$ cat config.mk
export PLATFORM = sky130hd
export DESIGN_NAME = ccpd_top
export DESIGN_NICKNAME = d
export VERILOG_FILES = /design/src/hw/ccpd_pkg.sv /design/src/hw/ccpd_top.sv /design/src/hw/ccpd_sync.sv
export SDC_FILE = /design/constraint.sdc
export NUM_CORES = 1
export LEC_CHECK = 0
export ABC_AREA = 1
export BUFFER_PORTS_ARGS = -buffer_cell sky130_fd_sc_hd__buf_2
export CELL_PAD_IN_SITES_DETAIL_PLACEMENT = 1
export CELL_PAD_IN_SITES_GLOBAL_PLACEMENT = 2
export CORE_MARGIN = 10
export CORE_UTILIZATION = 27
export CTS_BUF_LIST = sky130_fd_sc_hd__clkbuf_4
export CTS_CLUSTER_DIAMETER = 200
export DETAILED_ROUTE_END_ITERATION = 7
export GPL_TIMING_DRIVEN = 1
export PLACE_DENSITY = 0.9
export SLEW_MARGIN = 5
export SYNTH_ARGS = -nofsm -noshare
export SYNTH_HDL_FRONTEND = slang
export SYNTH_SLANG_ARGS = --single-unit
export TNS_END_PERCENT = 20
$ cat constraint.sdc
create_clock -name hclk -period 1.6 [get_ports hclk]
set_clock_uncertainty 0.05 [all_clocks]
set_input_delay 0.32 -clock hclk [delete_from_list [all_inputs] [get_ports hclk]]
set_output_delay 0.32 -clock hclk [all_outputs]
set_load 0.01 [all_outputs]
$ cat src/hw/ccpd_pkg.sv
// Constants and types for the output clock stop and power-down block
`default_nettype none
package ccpd_pkg;

    // ****************************************************************
    // Register map (AHB-Lite, one word each)
    // ****************************************************************
    localparam logic [7:0]  CCPD_CTRL_OFS    = 8'h00;
    localparam logic [7:0]  CCPD_STAT_OFS    = 8'h04;
    localparam int          CCPD_CTRL_HOST_B = 0;
    localparam int          CCPD_CTRL_BUS_B  = 1;
    localparam logic [1:0]  CCPD_CTRL_RST    = 2'h3;
    localparam int          CCPD_STAT_GATE_B = 0;
    localparam int          CCPD_STAT_ST_B   = 8;
    localparam int          CCPD_STAT_OSC_B  = 10;
    localparam int          CCPD_STAT_HSTP_B = 11;
    localparam int          CCPD_STAT_BSTP_B = 12;

    // ****************************************************************
    // Output clock indices
    // ****************************************************************
    localparam int          CCPD_NOUT   = 7;
    localparam int          CCPD_I_HOST = 0;
    localparam int          CCPD_I_F66  = 1;
    localparam int          CCPD_I_FREE = 2;
    localparam int          CCPD_I_BUS  = 3;
    localparam int          CCPD_I_INTC = 4;
    localparam int          CCPD_I_REF  = 5;
    localparam int          CCPD_I_USB  = 6;
    localparam int          CCPD_DIV_W  = 5;

    // ****************************************************************
    // Timing
    // ****************************************************************
    localparam int          CCPD_CLK_NS     = 20;
    localparam int          CCPD_PWRUP_MS   = 3;
    localparam int          CCPD_WAKE_CYC   = CCPD_PWRUP_MS * 1000000 / CCPD_CLK_NS - 1;
    localparam int          CCPD_WAKE_W     = 18;

    // ****************************************************************
    // Power state
    // ****************************************************************
    typedef enum logic [1:0] {
        CCPD_RUN  = 2'b00,
        CCPD_PARK = 2'b01,
        CCPD_OFF  = 2'b10,
        CCPD_WAKE = 2'b11
    } ccpd_state_e;

endpackage : ccpd_pkg
`default_nettype wire

$ cat src/hw/ccpd_top.sv
// Output clock gating with stop inputs and power-down sequencing
//
// The placing of the registers and the AHB-Lite interface to the registers are this design's own decisions.
`timescale 1ns/1ps
`default_nettype none

// Functional notes
// - Host stop takes or releases effect within one free-running bus clock rise.
// - Bus stop enables or disables outputs within one free-running bus clock rise.
// - First valid clocks follow power-down release in under 3 ms.
// - Host stop passes a synchroniser before gating any output.
// - Host stop gates host and fixed 66 outputs only.
// - Host outputs halt low and restart with a full high pulse.
// - Stoppable bus outputs halt low, restart full, others undisturbed.
// - Power-down pin is synchronised before the power-down sequence starts.
// - All outputs are parked low before oscillator and crystal turn off.
// - Internal clocks stop once power-down is entered.
// - Host outputs stop low at the next host clock fall.
// - Both stop inputs are ignored during power-down entry, hold and exit.
// - Reference and usb rate outputs park low soon, reference maybe slower.
// - Power-down entry is as short as the ordering allows.
// - Interrupt, reference and usb rate clocks ignore host stop.
// - Free-running bus clock ignores bus stop, runs unless powered down.
module ccpd_top
    import ccpd_pkg::*;
#(
    parameter int WAKE_CYC = CCPD_WAKE_CYC
) (
    input  wire logic         hclk,
    input  wire logic         hresetn,
    input  wire logic         hsel,
    input  wire logic [31:0]  haddr,
    input  wire logic [1:0]   htrans,
    input  wire logic         hwrite,
    input  wire logic [2:0]   hsize,
    input  wire logic [31:0]  hwdata,
    input  wire logic         hready,
    output logic              hreadyout,
    output logic [31:0]       hrdata,
    output logic              hresp,
    input  wire logic         host_stop_n,
    input  wire logic         bus_stop_n,
    input  wire logic         powerdown_input_n,
    output logic              host_clock_out,
    output logic              fixed_66_clock_out,
    output logic              bus_clock_freerun,
    output logic              bus_clock_out,
    output logic              intc_clock_out,
    output logic              ref_clock_out,
    output logic              usb_rate_clock_out,
    output logic              osc_enable,
    output logic              xtal_enable
);

    // ****************************************************************
    // Pin synchronisers
    // ****************************************************************
    logic [2:0]               pins_sync;
    logic                     host_stop_s;
    logic                     bus_stop_s;
    logic                     powerdown_n;

    ccpd_sync #(
        .WIDTH   (3),
        .RST_VAL (1'b1)
    ) u_sync (
        .hclk    (hclk),
        .hresetn (hresetn),
        .d       ({powerdown_input_n, bus_stop_n, host_stop_n}),
        .q       (pins_sync)
    );

    // Only synchronised copies are read below
    assign host_stop_s = ~pins_sync[0];
    assign bus_stop_s  = ~pins_sync[1];
    assign powerdown_n = pins_sync[2];

    // ****************************************************************
    // AHB-Lite slave
    // ****************************************************************
    logic [1:0]               ctrl_r;
    logic                     wr_pend_r;
    logic                     rd_pend_r;
    logic [7:0]               addr_r;
    logic                     acc;
    logic [31:0]              stat_word;
    logic [CCPD_NOUT-1:0]     gate_r;
    ccpd_state_e              state_r;
    logic                     host_stop_q_r;
    logic                     bus_stop_q_r;

    assign acc       = hsel & hready & htrans[1];
    assign hreadyout = 1'b1;
    assign hresp     = 1'b0;

    always_ff @(posedge hclk or negedge hresetn) begin
        if (!hresetn) begin
            wr_pend_r <= 1'b0;
            rd_pend_r <= 1'b0;
            addr_r    <= 8'h00;
        end else begin
            wr_pend_r <= acc & hwrite;
            rd_pend_r <= acc & ~hwrite;
            if (acc) begin
                addr_r <= haddr[7:0];
            end
        end
    end

    // Software may mask each stop pin; reset honours both
    always_ff @(posedge hclk or negedge hresetn) begin
        if (!hresetn) begin
            ctrl_r <= CCPD_CTRL_RST;
        end else if (wr_pend_r && addr_r == CCPD_CTRL_OFS) begin
            ctrl_r <= hwdata[1:0];
        end
    end

    always_comb begin
        stat_word = 32'h0000_0000;
        stat_word[CCPD_STAT_GATE_B +: CCPD_NOUT] = gate_r;
        stat_word[CCPD_STAT_ST_B +: 2] = state_r;
        stat_word[CCPD_STAT_OSC_B]  = osc_enable;
        stat_word[CCPD_STAT_HSTP_B] = host_stop_q_r;
        stat_word[CCPD_STAT_BSTP_B] = bus_stop_q_r;
    end

    // Unmapped reads return zero
    always_ff @(posedge hclk or negedge hresetn) begin
        if (!hresetn) begin
            hrdata <= 32'h0000_0000;
        end else if (acc && !hwrite) begin
            case (haddr[7:0])
                CCPD_CTRL_OFS: hrdata <= {30'h0000_0000, ctrl_r};
                CCPD_STAT_OFS: hrdata <= stat_word;
                default:       hrdata <= 32'h0000_0000;
            endcase
        end
    end

    // ****************************************************************
    // Internal clock divider
    // ****************************************************************
    logic [CCPD_DIV_W-1:0]    div_r;
    logic [CCPD_DIV_W-1:0]    div_nxt;
    logic                     div_run;
    logic [CCPD_NOUT-1:0]     src_nxt;
    logic                     free_rise;

    // Divider halts while oscillators are off
    assign div_run = (state_r != CCPD_OFF);
    assign div_nxt = div_run ? div_r + 5'h01 : div_r;

    always_ff @(posedge hclk or negedge hresetn) begin
        if (!hresetn) begin
            div_r <= 5'h00;
        end else begin
            div_r <= div_nxt;
        end
    end

    assign src_nxt[CCPD_I_HOST] = div_nxt[0];
    assign src_nxt[CCPD_I_F66]  = div_nxt[1];
    assign src_nxt[CCPD_I_FREE] = div_nxt[2];
    assign src_nxt[CCPD_I_BUS]  = div_nxt[2];
    assign src_nxt[CCPD_I_INTC] = div_nxt[4];
    assign src_nxt[CCPD_I_REF]  = div_nxt[3];
    assign src_nxt[CCPD_I_USB]  = div_nxt[1];
    assign free_rise = div_nxt[2] & ~div_r[2];

    // ****************************************************************
    // Stop requests, taken on free-running bus clock rises
    // ****************************************************************
    // Agent is expected to move the pins one hclk edge after that rise
    always_ff @(posedge hclk or negedge hresetn) begin
        if (!hresetn) begin
            host_stop_q_r <= 1'b0;
            bus_stop_q_r  <= 1'b0;
        end else if (state_r != CCPD_RUN) begin
            host_stop_q_r <= 1'b0;
            bus_stop_q_r  <= 1'b0;
        end else if (free_rise) begin
            host_stop_q_r <= host_stop_s & ctrl_r[CCPD_CTRL_HOST_B];
            bus_stop_q_r  <= bus_stop_s & ctrl_r[CCPD_CTRL_BUS_B];
        end
    end

    // ****************************************************************
    // Output gates
    // ****************************************************************
    logic [CCPD_NOUT-1:0]     want;
    logic [CCPD_NOUT-1:0]     gate_nxt;
    logic [CCPD_NOUT-1:0]     out_r;
    logic                     run;

    assign run = (state_r == CCPD_RUN);

    always_comb begin
        want = {CCPD_NOUT{run}};
        want[CCPD_I_HOST] = run & ~host_stop_q_r;
        want[CCPD_I_F66]  = run & ~host_stop_q_r;
        want[CCPD_I_BUS]  = run & ~bus_stop_q_r;
    end

    // Switching only in the low phase keeps every pulse full width
    assign gate_nxt = (src_nxt & gate_r) | (~src_nxt & want);

    always_ff @(posedge hclk or negedge hresetn) begin
        if (!hresetn) begin
            gate_r <= {CCPD_NOUT{1'b0}};
            out_r  <= {CCPD_NOUT{1'b0}};
        end else begin
            gate_r <= gate_nxt;
            out_r  <= src_nxt & gate_nxt;
        end
    end

    assign host_clock_out     = out_r[CCPD_I_HOST];
    assign fixed_66_clock_out = out_r[CCPD_I_F66];
    assign bus_clock_freerun  = out_r[CCPD_I_FREE];
    assign bus_clock_out      = out_r[CCPD_I_BUS];
    assign intc_clock_out     = out_r[CCPD_I_INTC];
    assign ref_clock_out      = out_r[CCPD_I_REF];
    assign usb_rate_clock_out = out_r[CCPD_I_USB];

    // ****************************************************************
    // Power-down sequencer
    // ****************************************************************
    logic [CCPD_WAKE_W-1:0]   wake_cnt_r;
    logic                     parked;

    // Reference may need up to half its period to reach its low phase
    assign parked = (gate_r == {CCPD_NOUT{1'b0}}) && (out_r == {CCPD_NOUT{1'b0}});

    always_ff @(posedge hclk or negedge hresetn) begin
        if (!hresetn) begin
            state_r <= CCPD_RUN;
        end else begin
            case (state_r)
                CCPD_RUN: begin
                    if (!powerdown_n) begin
                        state_r <= CCPD_PARK;
                    end
                end
                CCPD_PARK: begin
                    // Leave as soon as all outputs sit low
                    if (parked) begin
                        state_r <= CCPD_OFF;
                    end
                end
                CCPD_OFF: begin
                    if (powerdown_n) begin
                        state_r <= CCPD_WAKE;
                    end
                end
                CCPD_WAKE: begin
                    if (wake_cnt_r >= WAKE_CYC[CCPD_WAKE_W-1:0] - 18'h00002) begin
                        state_r <= CCPD_RUN;
                    end
                end
                default: state_r <= CCPD_RUN;
            endcase
        end
    end

    // Settling time for oscillator restart
    always_ff @(posedge hclk or negedge hresetn) begin
        if (!hresetn) begin
            wake_cnt_r <= '0;
        end else if (state_r == CCPD_WAKE) begin
            wake_cnt_r <= wake_cnt_r + 18'h00001;
        end else begin
            wake_cnt_r <= '0;
        end
    end

    always_ff @(posedge hclk or negedge hresetn) begin
        if (!hresetn) begin
            osc_enable  <= 1'b1;
            xtal_enable <= 1'b1;
        end else begin
            osc_enable  <= (state_r != CCPD_OFF) || powerdown_n;
            xtal_enable <= (state_r != CCPD_OFF) || powerdown_n;
        end
    end
endmodule : ccpd_top
`default_nettype wire

$ cat src/hw/ccpd_sync.sv
// Two-flop level synchroniser, one per asynchronous pin
`timescale 1ns/1ps
`default_nettype none
module ccpd_sync #(
    parameter int        WIDTH = 1,
    parameter logic      RST_VAL = 1'b1
) (
    input  wire logic              hclk,
    input  wire logic              hresetn,
    input  wire logic [WIDTH-1:0]  d,
    output logic      [WIDTH-1:0]  q
);

    logic [WIDTH-1:0] meta_r;

    // First stage feeds only the second stage
    always_ff @(posedge hclk or negedge hresetn) begin
        if (!hresetn) begin
            meta_r <= {WIDTH{RST_VAL}};
            q      <= {WIDTH{RST_VAL}};
        end else begin
            meta_r <= d;
            q      <= meta_r;
        end
    end

endmodule : ccpd_sync
`default_nettype wire

==> results of run 1 <==
==> logic make-up after synthesis <==
kind of cell	share of synthesized area
buffers and inverters	0.115
XOR/XNOR	0.0178
multiplexers	0.00667
other	0.00223
adder cells (fa/ha/maj)	0.0297
AO/OA/AOI/OAI	0.0860
flip-flops	0.530
AND/OR/NAND/NOR	0.213
==> per-stage QoR <==
stage	util	hold WS, ns	std cells	worst slack [ns]
floorplan	-	-0.0256	393	0.0742
global placement	0.312	0.298	587	0.0744
detailed placement	0.312	0.301	587	0.0269
CTS	0.329	0.0719	607	0.0252
global route	0.337	0.0792	614	-0.0362
finish	0.337	0.101	614	0.0542
==> power groups by stage <==
stage / Combinational [mW] / Sequential, mW / Clock, mW
after floorplan: 1.09 / 2.38 / 0
after global placement: 1.63 / 2.36 / 0
after detailed placement: 1.71 / 2.39 / 0
after CTS: 1.73 / 2.36 / 1.33
after global routing: 2.08 / 2.42 / 1.42
final: 1.83 / 2.37 / 1.30
==> Yosys cell counts <==
cell      count
mux2_2        2
nor3_1        2
a21oi_1       9
nand4_1       6
conb_1        2
o21bai_1      2
nor2_1       40
nand2_4       1
nand2_1      70
xnor2_1       2
nand2_2       3
o21ai_1       3
a21oi_2       1
o21ba_1       1
a31o_2        2
nand3_2       2
a211oi_1      1
dfstp_2       9
buf_4        23
nand4_2       1
xor2_2        1
inv_1        52
buf_2         1
o21a_1        1
ha_1          8
a31oi_1       3
nor2_2        3
nor2_8        1
xor2_1        3
o21ai_0      26
o22ai_1       1
inv_2         2
nor2_4        3
clkbuf_1      2
dfrtp_1      62
o21ai_2       1
nor4_4        1
nand3_1      19
or2_0         1
==> per-layer routing <==
metal  vias to the layer above  share of wire
met5                         -              0
met4                         0          0.010
met3                         5          0.040
met2                        40           0.51
met1                      1259           0.44
li1                       1268              -
==> worst paths after layout <==
kind,to,slack (ns),cells past startpoint
worst min-delay path,ctrl_r[1],0.10,2
worst max-delay path,wake_cnt_r[16],0.05,10
worst max register to register,wake_cnt_r[16],0.05,10
min in group asynchronous,addr_r[2],0.41,3
worst min register to register,u_sync.q[0],0.31,0
max in group asynchronous,u_sync.meta_r[1],0.75,3
==> flip-flops by register name, indices dropped and copies added (netlist names), 3 cells and up, named ones only <==
register and cells:
div_r 5, gate_r 4, hrdata 12, u_sync.q 3
wake_cnt_r 18, u_sync.meta_r 3, out_r 7, addr_r 8
==> area by class of cell <==
type | count | area (sq um) | share of cell area
well taps | 168 | 210 | 0.0515
flip-flops and latches | 71 | 1790 | 0.438
multi-input cells | 242 | 1320 | 0.323
inverters | 54 | 203 | 0.0496
repair buffers | 63 | 402 | 0.0983
clock buffers | 10 | 75.1 | 0.0184
clock inverters | 6 | 85.1 | 0.0208
==> repair_timing <==
| action | CTS | global route |
|---|---|---|
| gates resized for setup | 0 | 14 |
| endpoints found under the setup margin | 0 | 13 |
| buffers inserted | 0 | 7 |
| hold buffers | 4 | 0 |
| endpoints found under the hold margin | 65 | 0 |
==> impl_metrics.toml, run 1 <==
[outcome]
status = "complete, no violations"

[final_layout]
final_common_cell = "nand2_1"
final_layout_size_suffix_gt1_frac = 0.265
area_growth_pct = 21.1
finalNetCount = 526
n_antenna_cell = 0
final_cell_mix = "nand2_1 (68), dfrtp_1 (61), inv_1 (51)"
design_area_sq_mm = 0.00409
fill_cells = 1459

[sta]
setup_violations = 0
setup_tns_ns = 0
fin_crit_sh = 0.966
fin_crit_ns = 1.55
fmax_mhz = 647
rsz0062_at_grt = "true"
slew_violations = 0
hold_violations = 0

[worst_hold_path]
hold_class = "input pin to register"
min_from = "hwdata[1]"

[route]
via_per_inst = 4.19
wl_per_cell_um = 12.9
drt_wl_total_mm = 7.93
drt_iter0_markers = 134
drt-pass1-iter-count = 4
drcViolationCount = 0
antenna_left = 0
num_vias = 2572

[global_route]
grt-ovfl-total = 0
grt_use_total = 0.0906
grt_max_degree = 72
grt_first_pass_wirelength_mm = 13.1
grtUsageMet2 = 0.158
use_met3 = 0.0217
grt_pass1_vias = 2798
grt_use_met1 = 0.102
gr-max-usage-layer = "met2"
antenna_found_initial = 0

[power_and_ir_drop]
p_clk_frac = 0.236
p_switching_mw = 1.94
power_frac_comb = 0.332
internal_power_mw = 3.56
total_power_mw = 5.50
p_per_area_mw_per_mm2 = 1350
leakagePower_nw = 2.00
sequentialPowerShare = 0.431
ir_worst_vdd_mv = 0.348
netSwitchingFraction = 0.353

[clock_tree]
clk_pin_slew_ns = 0.11
htreeDepth = 3
cts.path.max_buffers = 2
cts_buffers = 9
cts_root_buf = "clkbuf_4"
tritoncts = "yes"
cts_sinks = 71
clock_latency_ns = 0.41

[logic_synthesis]
synth_warnings = 0
yosysTopAreaCellShare = 0.460
yosysSeqAreaShare = 0.530
synth_cell_type_count = 39
synth_area_sq_mm = 0.00337
yosysTopAreaCell = "dfrtp_1"
ys_top_cells_by_area = "dfrtp_1 (46%), nand2_1 (7.8%), dfstp_2 (7.0%), inv_1 (5.8%), buf_4 (5.1%)"
avgSynthCellArea_sq_um = 9.05
synthCells = 373
synth-seq-cells = 71

[place]
place_congestion = 0.762
io_buffers = 39
dpl_cell_area_sq_mm = 0.00378
hpwl_mm = 5.98

[floorplanning]
die_area_sq_mm = 0.0174
fp-row-count = 40
pin_count = 120
initial_core_util = 0.279
die_h_um = 132
coreArea_sq_mm = 0.0121
die_x_um = 132

[worst_setup_path]
cpMostUsedCell = "nand2_2"
path_cells = "ha_2 -> nand2_2 -> nor2_4 -> nand2_2 -> inv_2 -> nand2_2 -> nor2_4 -> nand2_1 -> nand2_2 -> a21oi_2"
path_class = "register to register"
crit_arrival_ns = 1.79
cpMaxStageDelayCell = "dfrtp_1"
worstSetupStartpointType = "register"
endpoint_kind = "register"
cpPeakStageDelay_ns = 0.41
reg2reg_from = "wake_cnt_r[0]"
critPathLaunch = "wake_cnt_r[0]"
cp.required_ns = 1.85
path_max_fanout = 3
path_delay_family = "simple AND/OR/NAND/NOR gates"
crit_buf_inv = 1

[flow_run]
drv_cap = 0
No activity file was read; power rests on OpenSTA's default activity.
==> inputs of run 2 (changes only) <==
- SETUP_SLACK_MARGIN: unset -> 0.1
==> run 2 against run 1 <==
Via count fell by 0.47%. Clock power fell by 12%. Worst setup slack better by 0.031 ns.
==> impl_metrics.toml, run 2 (synthesized netlist as in run 1, its figures left out) <==
[outcome]
status = "complete, no violations"

[worst_setup_path]
cpMaxStageDelayCell = "dfrtp_1"
path_class = "register to register"
path_delay_family = "simple AND/OR/NAND/NOR gates"
crit_arrival_ns = 1.79
cpPeakStageDelay_ns = 0.41
rrSetupSlack_ns = 0.08
worstSetupStartpointType = "register"
cpMostUsedCell = "nand2_2"
cp.required_ns = 1.87
path_max_fanout = 3
endpoint_kind = "register"
crit_buf_inv = 1
path_cells = "ha_2 -> nand2_2 -> nor2_4 -> nand2_2 -> inv_2 -> nand2_2 -> nor2_4 -> nand2_1 -> nand2_2 -> a21oi_2"

[power_and_ir_drop]
leakagePower_nw = 1.99
ir_worst_vdd_mv = 0.402
p_per_area_mw_per_mm2 = 1330

[route]
drt-pass1-iter-count = 4
drt_iter0_markers = 108
antenna_left = 0
num_vias = 2560
drcViolationCount = 0
via_per_inst = 4.18
drt_wl_total_mm = 7.69
wl_per_cell_um = 12.5

[sta]
fin_crit_ns = 1.52
setup_tns_ns = 0
hold_violations = 0
slew_violations = 0
rsz0062_at_grt = "true"
fmax_mhz = 660
fin_crit_sh = 0.947
setup_violations = 0

[final_layout]
finish.utilization = 0.340
area_growth_pct = 22.1
design_area_sq_mm = 0.00412
final_cell_mix = "nand2_1 (66), dfrtp_1 (61), inv_1 (49)"
n_antenna_cell = 0
regMostFlops = "wake_cnt_r"
top_regs = "wake_cnt_r: 18 flops, hrdata: 12 flops, addr_r: 8 flops"
instances_no_fill = 613
final_layout_size_suffix_gt1_frac = 0.285
final_common_cell = "nand2_1"
finalNetCount = 525
largest_reg_flops = 18

[clock_tree]
cts_sinks = 71
clock_latency_ns = 0.43
cts_root_buf = "clkbuf_4"
tritoncts = "yes"
cts_buffers = 9
htreeDepth = 3
clk_pin_slew_ns = 0.12
cts.path.max_buffers = 2

[global_route]
grt_max_degree = 41
antenna_found_initial = 0
grt-ovfl-total = 0
grt_pass1_vias = 2869
grt_first_pass_wirelength_mm = 13.5
grt_use_total = 0.0933

[worst_hold_path]
hold_class = "input pin to register"

[floorplanning]
coreArea_sq_mm = 0.0121
die_x_um = 132
initial_core_util = 0.279
pin_count = 120
die_h_um = 132
fp-row-count = 40
die_area_sq_mm = 0.0174

[flow_run]
drv_cap = 0

[place]
place_congestion = 0.788
placed_cells = 587
dpl_cell_area_sq_mm = 0.00378
io_buffers = 39
hpwl_mm = 5.96
## run 2: cell types whose count changed in the layout (fill, tap and decap cells not counted), sizes merged
| cell | previous run | this run |
|---|---|---|
| clkbuf | 10 | 9 |
| clkinv | 2 | 3 |
| bufinv | 2 | 1 |
| buf | 59 | 58 |
| clkinvlp | 1 | 3 |
| inv | 55 | 54 |
## run 2: worst paths after layout
check / start / to / cells after the start
max reg2reg: wake_cnt_r[0] / wake_cnt_r[16] / 10
min: hwrite / wr_pend_r / 3
min in group asynchronous: hresetn / addr_r[0] / 2
max: wake_cnt_r[0] / wake_cnt_r[16] / 10
max in group asynchronous: hresetn / u_sync.meta_r[2] / 3
min reg2reg: u_sync.meta_r[2] / u_sync.q[2] / 0
## run 2: final cells by class
cell class | count | area (sq um)
fillers | 1476 | 7990
flip-flops and latches | 71 | 1790
multi-input cells | 242 | 1370
repair buffers | 62 | 407
well taps | 168 | 210
inverters | 54 | 205
clock inverters | 7 | 73.8
clock buffers | 9 | 67.6
## run 2: stage by stage
step	hold slack [ns]	setup WS [ns]	total power, mW
4_1_cts	0.0427	0.0509	5.35
3_5_place_dp	0.216	0.0219	4.09
3_3_place_gp	0.205	0.0770	3.98
6_report	0.0759	0.0850	5.46
2_1_floorplan	-0.0256	0.109	3.47
5_1_grt	0.0545	-0.0299	5.91
## run 2: timing repair
action                     in CTS  in global routing
gates resized for setup         5                 27
pin swaps                       2                 16
hold endpoints to repair       15                  0
setup endpoints to repair       9                 27
setup buffers                   4                  2
gates cloned                    0                  0
hold buffers                    4                  0
## run 2: worst reg2reg max path: stages (launching register included)
cell and delay, ns:
dfrtp_1 0.41, ha_2 0.21, nand2_2 0.08, nor2_4 0.14, nand2_2 0.08, inv_2 0.08, nand2_2 0.06, nor2_4 0.10
nand2_1 0.07, nand2_2 0.09, a21oi_2 0.05
## run 2: power breakdown
| group | switching, mW | leakage (nW) | internal [mW] |
|---|---|---|---|
| Sequential | 0.216 | 0.917 | 2.15 |
| Clock | 0.676 | 0.0658 | 0.474 |
| Combinational | 1.13 | 1.01 | 0.823 |
| Total | 2.02 | 1.99 | 3.44 |
## run 2: layer usage
metal / part of all wire / routed length, um / global-route usage
met5: 0 / 0 / 0
met4: 0.014 / 104 / 0.0371
met3: 0.039 / 301 / 0.0278
met2: 0.51 / 3910 / 0.159
met1: 0.44 / 3370 / 0.107
